### src/tilt_can_pkg.sv
/*
 * Shared constants and carrier types for the tilt sensor CAN message layer.
 * Assumes a separate bit-level CAN controller that moves whole frames.
 */
package tilt_can_pkg;

    // ------------------------------------------------------------
    // timing
    // ------------------------------------------------------------
    localparam int CLOCK_MHZ = 250;
    localparam int CLAIM_DELAY_MS = 500;
    localparam int ANGLE_PERIOD_MS = 10;
    localparam int CLAIM_DELAY_CYCLES = CLAIM_DELAY_MS * 1000 * CLOCK_MHZ;
    localparam int ANGLE_PERIOD_CYCLES = ANGLE_PERIOD_MS * 1000 * CLOCK_MHZ;
    localparam int BIT_RATE_KBPS = 250;

    // ------------------------------------------------------------
    // identifier layout
    // ------------------------------------------------------------
    localparam int ID_PRIO_LSB = 26;
    localparam int ID_PF_LSB = 16;
    localparam int ID_PS_LSB = 8;
    localparam int ID_PRIO_MSB = 28;
    localparam int ID_PF_MSB = 23;
    localparam int ID_PS_MSB = 15;
    localparam int ID_SA_MSB = 7;

    localparam logic [2:0] PRIO_DATA = 3'h4;
    localparam logic [2:0] PRIO_CLAIM = 3'h6;
    localparam logic [7:0] PF_PROP_B = 8'hFF;
    localparam logic [7:0] PF_CLAIM = 8'hEE;
    localparam logic [7:0] PF_REQUEST = 8'hEA;
    localparam logic [7:0] PS_GLOBAL = 8'hFF;
    localparam logic [7:0] PS_SERIAL = 8'h52;
    localparam logic [7:0] PS_ANGLE = 8'h53;
    localparam logic [7:0] PS_COMMAND = 8'h54;

    localparam logic [7:0] SA_UNASSIGNED = 8'hC0;
    localparam logic [7:0] SA_RANGE_LO = 8'h80;
    localparam logic [7:0] SA_RANGE_HI = 8'hF7;

    // ------------------------------------------------------------
    // commands and payload fields
    // ------------------------------------------------------------
    localparam logic [7:0] CMD_SERIAL = 8'h00;
    localparam logic [7:0] CMD_SET_SA = 8'h01;
    localparam logic [7:0] CMD_WAIT = 8'h02;
    localparam logic [7:0] CMD_RESUME = 8'h03;

    localparam logic [3:0] ST_INVALID = 4'h0;
    localparam logic [3:0] ST_VALID = 4'h1;
    localparam logic [3:0] ST_ERROR = 4'h3;
    localparam logic [7:0] FILL_BYTE = 8'hFF;
    localparam logic [15:0] AXIS_FAULT = 16'hFFFF;

    localparam int ERR_NVM = 0;
    localparam int ERR_ROLL = 1;
    localparam int ERR_PITCH = 2;
    localparam int ERR_UNDERV = 3;
    localparam int ERR_OVERV = 4;
    localparam int ERR_OVERT = 5;
    localparam int ERR_BITS = 6;

    localparam logic [7:0] CLAIM_INSTANCE = 8'h00;
    localparam logic [7:0] CLAIM_FUNCTION = 8'h88;
    localparam logic [7:0] CLAIM_VSYS = 8'h00;
    localparam logic [7:0] CLAIM_BYTE7 = 8'h30;

    // ------------------------------------------------------------
    // carriers
    // ------------------------------------------------------------
    typedef struct packed {
        logic [28:0] id;
        logic [63:0] data;
    } frame_t;

    typedef struct packed {
        logic signed [15:0] roll;
        logic signed [15:0] pitch;
        logic signed [7:0] temp;
        logic [7:0] version;
        logic valid;
    } measure_t;

    typedef enum logic [1:0] {SEL_NONE, SEL_CLAIM, SEL_SERIAL, SEL_ANGLE} txsel_t;

    typedef struct packed {
        logic [31:0] startCnt;
        logic claimDone;
        logic [31:0] periodCnt;
        logic claimPend;
        logic serialPend;
        logic anglePend;
        logic [3:0] stamp;
        logic enabled;
        logic [7:0] srcAddr;
        logic [7:0] nvmAddr;
        logic nvmWrite;
        logic txValid;
        frame_t txFrame;
        txsel_t txSel;
    } state_t;

endpackage

### src/tilt_can_msg.sv
/*
 * Message layer of the tilt sensor: address claim, angle broadcast, command
 * decode. Assumes a frame-level CAN controller on the same clock that hands
 * over received frames as one-cycle strobes and accepts frames with a
 * valid/ready handshake; angles, faults and serial number come from elsewhere.
 */
//
// Overview of operation
// RULE_01 - frames use 29-bit identifiers: priority, format, specific field, source address
// RULE_02 - bus runs at 250 kbps, handled by the attached controller
// RULE_03 - send one address claim 500 ms after start and on each host request
// RULE_04 - own source address defaults to unassigned, settable in tilt range
// RULE_05 - angle frame priority 4, format 0xFF, specific 0x53, every 10 ms
// RULE_06 - bytes 0-3 carry roll then pitch, signed hundredths, low byte first
// RULE_07 - byte 4 carries signed whole-degree temperature
// RULE_08 - byte 5 carries major version high nibble, minor low nibble
// RULE_09 - byte 6 low nibble: 0 invalid, 1 valid, 3 error
// RULE_10 - invalid status fills bytes 0-5 with 0xFF
// RULE_11 - byte 6 high nibble counts angle frames, wrapping
// RULE_12 - byte 7 bits flag present faults, bits 6-7 zero
// RULE_13 - checksum failure sets bit 0 and error status, data still sent
// RULE_14 - axis element fault sets bit 1 or 2 and forces that axis 0xFFFF
// RULE_15 - undervoltage, overvoltage, overtemperature set bits 3, 4, 5 with error status
// RULE_16 - address claim uses priority 6, format 0xEE, specific 0xFF
// RULE_17 - claim payload: serial and maker code, function 136, industry group 3
// RULE_18 - priority-6 request 0xEA to our address triggers an address claim
// RULE_19 - host commands use priority 4, format 0xFF, specific 0x54
// RULE_20 - host learns serial numbers before assigning addresses
// RULE_21 - command 0x00 makes the sensor reply with its serial frame
// RULE_22 - command 0x01 with matching serial adopts and stores new address
// RULE_23 - command 0x02 silences broadcasts and all replies
// RULE_24 - command 0x03 resumes broadcasts and replies
// RULE_25 - unknown commands and frames for other addresses are ignored
// RULE_26 - after reset broadcasting and answering are enabled
`timescale 1ns/100ps

module tilt_can_msg #(
    parameter int CLAIM_DELAY = tilt_can_pkg::CLAIM_DELAY_CYCLES,
    parameter int ANGLE_PERIOD = tilt_can_pkg::ANGLE_PERIOD_CYCLES
) (
    // clock and reset
    input wire logic clock,
    input wire logic reset_n,
    // received frames from the CAN controller
    input wire logic rxValid,
    input wire tilt_can_pkg::frame_t rxFrame,
    // frames to the CAN controller
    output tilt_can_pkg::frame_t txFrame, // see RULE_02
    output logic txValid,
    input wire logic txReady,
    // measurements and fault flags
    input wire tilt_can_pkg::measure_t measure,
    input wire logic [5:0] faults,
    // identity
    input wire logic [20:0] serialNum,
    input wire logic [10:0] makerCode,
    input wire logic [47:0] serialBcd,
    input wire logic [15:0] swRevBcd,
    // stored address in non-volatile memory
    input wire logic [7:0] storedAddr,
    input wire logic storedLoad,
    output logic [7:0] nvmAddr,
    output logic nvmWrite,
    // status
    output logic [7:0] srcAddr,
    output logic enabled
);

    tilt_can_pkg::state_t s_ff;
    tilt_can_pkg::state_t nxt_s;

    // ------------------------------------------------------------
    // identifier helpers
    // ------------------------------------------------------------
    function automatic logic [28:0] mkId(input logic [2:0] prio, input logic [7:0] pf,
                                         input logic [7:0] ps, input logic [7:0] sa);
        mkId = {prio, 2'h0, pf, ps, sa}; // see RULE_01
    endfunction

    function automatic logic [7:0] fieldPf(input logic [28:0] id);
        fieldPf = id[tilt_can_pkg::ID_PF_MSB:tilt_can_pkg::ID_PF_LSB];
    endfunction

    function automatic logic [7:0] fieldPs(input logic [28:0] id);
        fieldPs = id[tilt_can_pkg::ID_PS_MSB:tilt_can_pkg::ID_PS_LSB];
    endfunction

    function automatic logic [2:0] fieldPrio(input logic [28:0] id);
        fieldPrio = id[tilt_can_pkg::ID_PRIO_MSB:tilt_can_pkg::ID_PRIO_LSB];
    endfunction

    // ------------------------------------------------------------
    // receive decode
    // ------------------------------------------------------------
    logic [7:0] rxCmd;
    logic [7:0] rxArg;
    logic isRequest;
    logic isCommand;
    logic serialMatch;
    logic addrOk;

    assign rxCmd = rxFrame.data[63:56];
    assign rxArg = rxFrame.data[55:48];
    // a request to us: priority 6, 0xEA, our address in PS; byte 1 must also hold 0xEA
    assign isRequest = rxValid && fieldPrio(rxFrame.id) == tilt_can_pkg::PRIO_CLAIM
                       && fieldPf(rxFrame.id) == tilt_can_pkg::PF_REQUEST
                       && fieldPs(rxFrame.id) == s_ff.srcAddr
                       && rxFrame.data[55:48] == tilt_can_pkg::PF_REQUEST; // see RULE_18 RULE_25
    assign isCommand = rxValid && fieldPrio(rxFrame.id) == tilt_can_pkg::PRIO_DATA
                       && fieldPf(rxFrame.id) == tilt_can_pkg::PF_PROP_B
                       && fieldPs(rxFrame.id) == tilt_can_pkg::PS_COMMAND; // see RULE_19
    // target sensor named by its bcd serial in bytes 2-7
    assign serialMatch = rxFrame.data[47:0] == serialBcd; // see RULE_22
    assign addrOk = rxArg >= tilt_can_pkg::SA_RANGE_LO && rxArg <= tilt_can_pkg::SA_RANGE_HI; // see RULE_04

    // ------------------------------------------------------------
    // angle payload
    // ------------------------------------------------------------
    logic anyFault;
    logic [3:0] status;
    logic [15:0] rollOut;
    logic [15:0] pitchOut;
    logic [63:0] anglePayload;
    logic [63:0] claimPayload;

    assign anyFault = |faults; // see RULE_13 RULE_15
    assign status = anyFault ? tilt_can_pkg::ST_ERROR
                  : (measure.valid ? tilt_can_pkg::ST_VALID : tilt_can_pkg::ST_INVALID); // see RULE_09

    always_comb
    begin
        rollOut = faults[tilt_can_pkg::ERR_ROLL] ? tilt_can_pkg::AXIS_FAULT : measure.roll; // see RULE_14
        pitchOut = faults[tilt_can_pkg::ERR_PITCH] ? tilt_can_pkg::AXIS_FAULT : measure.pitch; // see RULE_14
        if (status == tilt_can_pkg::ST_INVALID)
        begin
            // invalid data never looks like a plausible angle
            anglePayload[63:16] = {6{tilt_can_pkg::FILL_BYTE}}; // see RULE_10
        end
        else
        begin
            anglePayload[63:16] = {rollOut[7:0], rollOut[15:8], pitchOut[7:0], pitchOut[15:8],
                                   measure.temp, measure.version}; // see RULE_06 RULE_07 RULE_08
        end
        anglePayload[15:8] = {s_ff.stamp, status}; // see RULE_11
        anglePayload[7:0] = {2'h0, faults}; // see RULE_12
    end

    // byte 0 is sent first, so it sits in the top byte of data
    assign claimPayload = {serialNum[7:0], serialNum[15:8], makerCode[2:0], serialNum[20:16],
                           makerCode[10:3], tilt_can_pkg::CLAIM_INSTANCE, tilt_can_pkg::CLAIM_FUNCTION,
                           tilt_can_pkg::CLAIM_VSYS, tilt_can_pkg::CLAIM_BYTE7}; // see RULE_17

    // ------------------------------------------------------------
    // next state
    // ------------------------------------------------------------
    always_comb
    begin
        nxt_s = s_ff;
        nxt_s.nvmWrite = 1'b0;

        // startup claim timer, runs once
        if (!s_ff.claimDone)
        begin
            if (s_ff.startCnt == 32'(CLAIM_DELAY - 1))
            begin
                nxt_s.claimDone = 1'b1;
                nxt_s.claimPend = 1'b1; // see RULE_03
            end
            else
            begin
                nxt_s.startCnt = s_ff.startCnt + 32'h1;
            end
        end

        // angle period timer
        if (s_ff.periodCnt == 32'(ANGLE_PERIOD - 1))
        begin
            nxt_s.periodCnt = 32'h0;
            nxt_s.anglePend = 1'b1; // see RULE_05
        end
        else
        begin
            nxt_s.periodCnt = s_ff.periodCnt + 32'h1;
        end

        if (storedLoad)
        begin
            nxt_s.srcAddr = storedAddr;
        end

        if (isRequest)
        begin
            nxt_s.claimPend = 1'b1; // see RULE_18
        end

        if (isCommand)
        begin
            unique case (rxCmd)
                tilt_can_pkg::CMD_SERIAL: nxt_s.serialPend = 1'b1; // see RULE_21
                tilt_can_pkg::CMD_SET_SA:
                begin
                    if (serialMatch && addrOk)
                    begin
                        nxt_s.srcAddr = rxArg; // see RULE_22
                        nxt_s.nvmAddr = rxArg;
                        nxt_s.nvmWrite = 1'b1;
                    end
                end
                tilt_can_pkg::CMD_WAIT: nxt_s.enabled = 1'b0; // see RULE_23
                tilt_can_pkg::CMD_RESUME: nxt_s.enabled = 1'b1; // see RULE_24
                default: ; // see RULE_25
            endcase
        end

        // transmit: claim before serial before angle
        if (s_ff.txValid)
        begin
            if (txReady)
            begin
                nxt_s.txValid = 1'b0;
                if (s_ff.txSel == tilt_can_pkg::SEL_ANGLE)
                begin
                    nxt_s.stamp = s_ff.stamp + 4'h1; // see RULE_11
                end
            end
        end
        else if (!s_ff.enabled)
        begin
            // silenced: pending work is dropped, not replayed on resume
            nxt_s.claimPend = 1'b0; // see RULE_23
            nxt_s.serialPend = 1'b0;
            nxt_s.anglePend = 1'b0;
        end
        else if (s_ff.claimPend)
        begin
            nxt_s.claimPend = 1'b0;
            nxt_s.txValid = 1'b1;
            nxt_s.txSel = tilt_can_pkg::SEL_CLAIM;
            nxt_s.txFrame.id = mkId(tilt_can_pkg::PRIO_CLAIM, tilt_can_pkg::PF_CLAIM,
                                    tilt_can_pkg::PS_GLOBAL, s_ff.srcAddr); // see RULE_16
            nxt_s.txFrame.data = claimPayload;
        end
        else if (s_ff.serialPend)
        begin
            nxt_s.serialPend = 1'b0;
            nxt_s.txValid = 1'b1;
            nxt_s.txSel = tilt_can_pkg::SEL_SERIAL;
            nxt_s.txFrame.id = mkId(tilt_can_pkg::PRIO_DATA, tilt_can_pkg::PF_PROP_B,
                                    tilt_can_pkg::PS_SERIAL, s_ff.srcAddr); // see RULE_21
            nxt_s.txFrame.data = {serialBcd, swRevBcd};
        end
        else if (s_ff.anglePend)
        begin
            nxt_s.anglePend = 1'b0;
            nxt_s.txValid = 1'b1;
            nxt_s.txSel = tilt_can_pkg::SEL_ANGLE;
            nxt_s.txFrame.id = mkId(tilt_can_pkg::PRIO_DATA, tilt_can_pkg::PF_PROP_B,
                                    tilt_can_pkg::PS_ANGLE, s_ff.srcAddr); // see RULE_05
            nxt_s.txFrame.data = anglePayload;
        end

        // a request arriving while silenced stays unanswered
        if (!nxt_s.enabled)
        begin
            nxt_s.claimPend = 1'b0; // see RULE_23
            nxt_s.serialPend = 1'b0;
        end
    end

    // ------------------------------------------------------------
    // state register
    // ------------------------------------------------------------
    always_ff @(posedge clock or negedge reset_n)
    begin
        if (!reset_n)
        begin
            s_ff <= '0;
            s_ff.enabled <= 1'b1; // see RULE_26
            s_ff.srcAddr <= tilt_can_pkg::SA_UNASSIGNED; // see RULE_04
            s_ff.nvmAddr <= tilt_can_pkg::SA_UNASSIGNED;
            s_ff.txSel <= tilt_can_pkg::SEL_NONE;
        end
        else
        begin
            s_ff <= nxt_s;
        end
    end

    assign txFrame = s_ff.txFrame;
    assign txValid = s_ff.txValid;
    assign nvmAddr = s_ff.nvmAddr;
    assign nvmWrite = s_ff.nvmWrite;
    assign srcAddr = s_ff.srcAddr;
    assign enabled = s_ff.enabled;

endmodule

### config.mk
export PLATFORM = sky130hd
export DESIGN_NAME = tilt_can_msg
export DESIGN_NICKNAME = d
export VERILOG_FILES = /design/src/tilt_can_pkg.sv /design/src/tilt_can_msg.sv
export SDC_FILE = /design/constraint.sdc
export NUM_CORES = 1
export LEC_CHECK = 0
export CORE_AREA = 4 4 186 116
export CTS_CLUSTER_DIAMETER = 120
export DETAILED_ROUTE_END_ITERATION = 7
export DIE_AREA = 0 0 190 120
export DONT_BUFFER_PORTS = 1
export MAX_ROUTING_LAYER = met4
export PLACE_DENSITY = 0.67
export SETUP_SLACK_MARGIN = 0.4
export SYNTH_ARGS = -nofsm -noshare
export SYNTH_HDL_FRONTEND = slang
export SYNTH_SLANG_ARGS = --single-unit
### constraint.sdc
create_clock -name clock -period 2.3 [get_ports clock]
set_input_delay 0.345 -clock clock [delete_from_list [all_inputs] [get_ports clock]]
set_output_delay 0.345 -clock clock [all_outputs]
set_load 0.005 [all_outputs]
==> Word level (Yosys, flattened, before mapping) <==
Index checks and enable logic that the tools add are counted.
{ "totals": {"mem_bits_rw": 0, "romBits": 0, "in_bits": 257, "wordCells": 87, "mem_count": 0, "output_inout_bits": 112, "ff_bits": 186, "latch_bits": 0} }
{ "op_classes": {"n_reduce_logical": 17, "magnitude_cmp": 2, "div": 0, "add_sub_neg": 3, "mux": 33, "bitwise_logic": 3, "multipliers": 0, "n_eq_ne": 14, "shifts": 0} }
{ "ops": {"columns": ["operator", "count"], "rows": [
  ["96-bit 2-to-1 mux", 4],
  ["32-bit by 1-bit adder with 32-bit output (second input constant)", 2],
  ["48-bit equality test", 1],
  ["48-bit 2-to-1 mux", 1],
  ["17-bit 2-to-1 mux", 2],
  ["32-bit by 22-bit equality test with 1-bit output (second input constant)", 1],
  ["32-bit by 27-bit equality test with 1-bit output (second input constant)", 1],
  ["16-bit 2-to-1 mux", 2],
  ["32-bit 2-to-1 mux", 1],
  ["8-bit equality test (second input constant)", 3],
  ["18-bit 2-to-1 mux", 1],
  ["8-bit by 2-bit equality test with 1-bit output (second input constant)", 2],
  ["1-bit 2-to-1 mux", 15],
  ["1-bit logical AND", 9],
  ["3-bit AND reduction", 3],
  ["8-bit by 1-bit equality test with 1-bit output (second input constant)", 1],
  ["8-bit by 7-bit equality test with 1-bit output (second input constant)", 1],
  ["8-bit equality test", 1],
  ["8-bit greater-or-equal comparator (second input constant)", 1],
  ["8-bit <= comparator (second input constant)", 1],
  ["8-bit zero test", 1],
  ["8-bit 2-to-1 mux", 1],
  ["3-bit equality test (second input constant)", 2],
  ["2-bit 2-to-1 mux", 3],
  ["9 further kinds", 12]
]} }

==> Depth between registers and ports, before layout <==
{ "logic_depth": {"ltp_word": 10, "ltp_mapped": 8, "depth_no_buf": 6} }

==> Least setup slack after synthesis <==
OpenSTA, ideal clock, no wires.
{ "synth_path": {"path_type": "reg-to-reg", "from": "register s_ff[177] in the netlist's numbering", "to": "register s_ff[155] in the netlist's numbering", "setup_time_ns": 0.125, "n_path_buf": 1, "required_time_ns": 2.175, "stages_incl_launch_ff": 6, "period_less_slack_ns": 2.227, "path_slack_ns": 0.073, "arrival_ns": 2.102, "path_cell_list": "dfrtp_1 > or4b_1 > or3_1 > o31ai_4 > buf_6 > mux2_2"} }
{ "synth_between": {"elab_chain_cells": 3} }
{ "synth_lines": {"columns": ["item", "line", "rtl"], "rows": [
  ["start, declared", "tilt_can_msg.sv:69", "tilt_can_pkg::state_t s_ff;"],
  ["start signal, assigned", "tilt_can_msg.sv:285", "s_ff <= nxt_s;"],
  ["32-bit by 27-bit equality test with 1-bit output", "tilt_can_msg.sv:164", "if (s_ff.startCnt == 32'(CLAIM_DELAY - 1))"],
  ["1-bit NOT (no line)", null, null],
  ["2-bit AND reduction (no line)", null, null]
]} }
No other way between the ends.
A chain may end at the register's enable or synchronous reset.

==> Worst setup path in the final report <==
{ "layout_path": {"from": "register s_ff[173] in the netlist's numbering", "to": "register s_ff[155] in the netlist's numbering"} }
Same word-level chain as after synthesis.

==> impl_metrics.yaml <==
worst_setup_path:
  arrival_ns: 2.37
  worst_setup_path_start_kind: "register"
  r2r_end: "s_ff[155]$_DFFE_PN0P_"
  path_cells: "or4b_1, or3_4, o31ai_4, buf_6, mux2_4"
  timing.rr.start: "s_ff[173]$_DFFE_PN0P_"
  slowest_stage: "or4b_1"
  cp-end-kind: "register"
  r2r_slack_ns: 0.25
  critPathMaxFanout: 6
  cp_num_buf_inv: 1
  r2r_cells: 5
  cp_top_family: "simple AND/OR/NAND/NOR gates"
  critical_path_class: "reg2reg"
  critPathMaxStageDelay_ns: 0.52
  crit_required_ns: 2.62
global_route:
  grt_max_degree: 168
  antenna_found_initial: 0
  grt_pass1_vias: 7215
  grt_pass1_wl_um: 43100
  overflow: 0
  track_usage_pct: 25.4
cells_and_area:
  area_delta_synth_final_pct: 4.74
  fin_cells: 1264
  final_nets: 1237
  drive_above_1_share_pct: 18.2
synthesis:
  syn_area_sq_um: 9780
  synthCells: 1055
  synth.area.top_cells: "dfrtp_1 41%, buf_4 8.4%, nand2_1 7.0%"
  synthDistinctLibCells: 54
  synth_edf_count: 0
  synth-seq-cells: 167
  async_reset_ff_share_pct: 100
  ys.flop_type: "dfrtp_1"
  yosys.area.top_type: "dfrtp_1"
  yosysSeqAreaShare_pct: 42.8
  synth_top_area_share_pct: 41.4
  yosys_warnings: 0
  avgSynthCellArea_sq_um: 9.27
detailed_routing:
  ant_nets: 0
  drt-total-wl_um: 29000
  wl_per_cell_um: 23.0
  viasPerCell: 5.85
  dr.pass1.iters: 5
  drt_drc_violations_left: 0
  vias: 7397
  drt_iter0_drc: 563
sta:
  tightest_slew_ns: 0.576
  maxSlewViolCount: 0
  max_freq_ghz: 0.488
  final-hold-violation-count: 167
  fin_skew_ns: 0.0105
  finalCriticalPeriod_ns: 2.05
  setup_violations: 0
  fin_hold_ws_ns: -0.379
  rsz0062_at_grt: "true"
  tns_ns: 0
  slew_headroom_pct: 61.3
  period_share_pct: 89.1
clock_tree:
  hold_buffers: 1
  cts-root-buf: "clkbuf_16"
  cts.clk_slew.worst_paths_ns: 0.07
  cts_tree: "yes"
  clock_latency_ns: 0.43
  numCtsBuffers: 17
  cts_sinks: 167
  htreeDepth: 4
  clock_path_buffers: 2
placed_design:
  gp_congestion: 0.843
  dp_hpwl_um: 22200
  port_buffers: 0
  dp_cells: 1216
hold_path:
  hold_path_class: "in2async"
floorplanning:
  rows: 40
  ios: 369
  die_area_sq_um: 22800
  initial_core_util_pct: 49.5
  die_h_um: 120
  core_area_sq_um: 19800
  fp.dieW_um: 190
run_status:
  status: "finished, violations left"
  violations: "negative hold slack"
power_and_ir_drop:
  ir_drop_v: 0.000545
  p_leak_nw: 4.43
  power_density_nw_per_um2: 585
run:
  drv_cap: 0
==> power by group <==
part	internal (mW)	switching (mW)	total, mW
clock	1.45	1.26	2.71
combinational	0.138	0.160	0.298
sequential	2.96	0.0302	2.99
total	4.54	1.45	5.99
==> worst reg2reg max path, cell delays in order (launching register included) <==
cell and delay [ns]:
dfrtp_1 0.38, or4b_1 0.52, or3_4 0.37, o31ai_4 0.23, buf_6 0.16, mux2_4 0.29
==> synthesized netlist by cell type, drive strengths merged (2+ instances only) <==
cell / count
mux2i: 3
nand2b: 5
buf: 116
o31ai: 2
nor3: 19
or3: 4
nand2: 183
o22ai: 3
a221oi: 4
nand3: 51
a31oi: 4
mux2: 21
a21oi: 8
dfrtp: 162
nor4: 25
nor2b: 4
xnor2: 73
nand4: 38
xor2: 50
and4: 7
a21o: 2
nand4b: 3
and3: 11
and2: 2
inv: 16
dfstp: 5
o221a: 30
clkbuf: 39
nor2: 68
or4: 4
a22o: 10
o211ai: 2
ha: 3
a22oi: 6
or4b: 4
nor4b: 5
o21ai: 57
==> cells in the final DEF, fill, tap and decap left out, drive strengths merged, types with 20 or more instances in the layout <==
| cell type | instances |
|---|---|
| buf | 55 |
| nand2 | 183 |
| o21ai | 57 |
| xor2 | 50 |
| mux2 | 21 |
| nor4 | 25 |
| inv | 20 |
| o221a | 30 |
| nand4 | 38 |
| nor2 | 68 |
| xnor2 | 73 |
| dfrtp | 162 |
| nand3 | 51 |
==> routing by layer <==
layer	global-route usage, %	up-vias	share of wire (%)
met3	7.41	26	9.6
met1	34.3	3651	43
li1	-	3399	-
met5	-	-	0
met2	38.4	321	46
met4	5.65	0	1.7
==> stage by stage <==
step                      hold slack [ns]  instance area (sq um)  utilization, %  setup WS [ns]  power (mW)
final                              -0.379                  10200            51.8          0.251        5.99
after floorplan                    0.0494                   9820               -          0.151        3.25
after global routing               -0.405                  10200            51.8          0.195        6.20
after global placement             0.0551                   9480            48.0         0.0562        3.33
after detailed placement           0.0558                   9480            48.0         0.0443        3.33
after CTS                          -0.414                  10100            51.2          0.254        6.06
==> registers in the layout (all words and copies together) (netlist names) <==
| name | flops |
|---|---|
| s_ff | 68 |
| anglePayload | 4 |
| txValid | 1 |
| nvmWrite | 1 |
| srcAddr | 8 |
| enabled | 1 |
| nvmAddr | 8 |
| txFrame | 76 |
==> layout make-up <==
class | count | area, sq um
diodes | 1 | 2.50
clock buffers | 19 | 453
clock inverters | 13 | 96.3
fillers | 1837 | 9520
inverters | 16 | 60.1
multi-input cells | 719 | 4640
flip-flops and latches | 167 | 4190
well taps | 273 | 342
repair buffers | 56 | 467
==> worst max path at each step <==
stage,from,end,slack (ns),cells after the start
2_1_floorplan,s_ff[177]$_DFFE_PN0P_,s_ff[155]$_DFFE_PN0P_,0.15,5
3_3_place_gp,rxFrame[79],srcAddr[3]$_DFF_PN0_,0.06,6
3_5_place_dp,rxFrame[91],srcAddr[3]$_DFF_PN0_,0.04,6
4_1_cts,s_ff[173]$_DFFE_PN0P_,s_ff[155]$_DFFE_PN0P_,0.25,5
5_1_grt,s_ff[177]$_DFFE_PN0P_,s_ff[155]$_DFFE_PN0P_,0.19,5
6_report,s_ff[173]$_DFFE_PN0P_,s_ff[155]$_DFFE_PN0P_,0.25,5
==> cell families after synthesis <==
group | after synthesis | synth area share (%)
AOI/OAI and AO/OA | 130 | 10.1
muxes | 24 | 2.99
xor gates and xnor gates | 123 | 11.0
DFF | 167 | 42.8
adders and majority gates | 3 | 0.384
other | 1 | 0.0383
buffers and inverters | 171 | 10.9
and+or+nand+nor | 436 | 21.8
==> timing repair <==
| item | 4_1_cts | 5_1_grt |
|---|---|---|
| pin swaps | 7 | 8 |
| endpoints found under the hold margin | 168 | 167 |
| setup buffers | 4 | 9 |
| gates resized for setup | 11 | 17 |
| setup endpoints to repair | 38 | 41 |
| cloned | 1 | 0 |
Note: power is estimated with default switching activity, not from simulation.
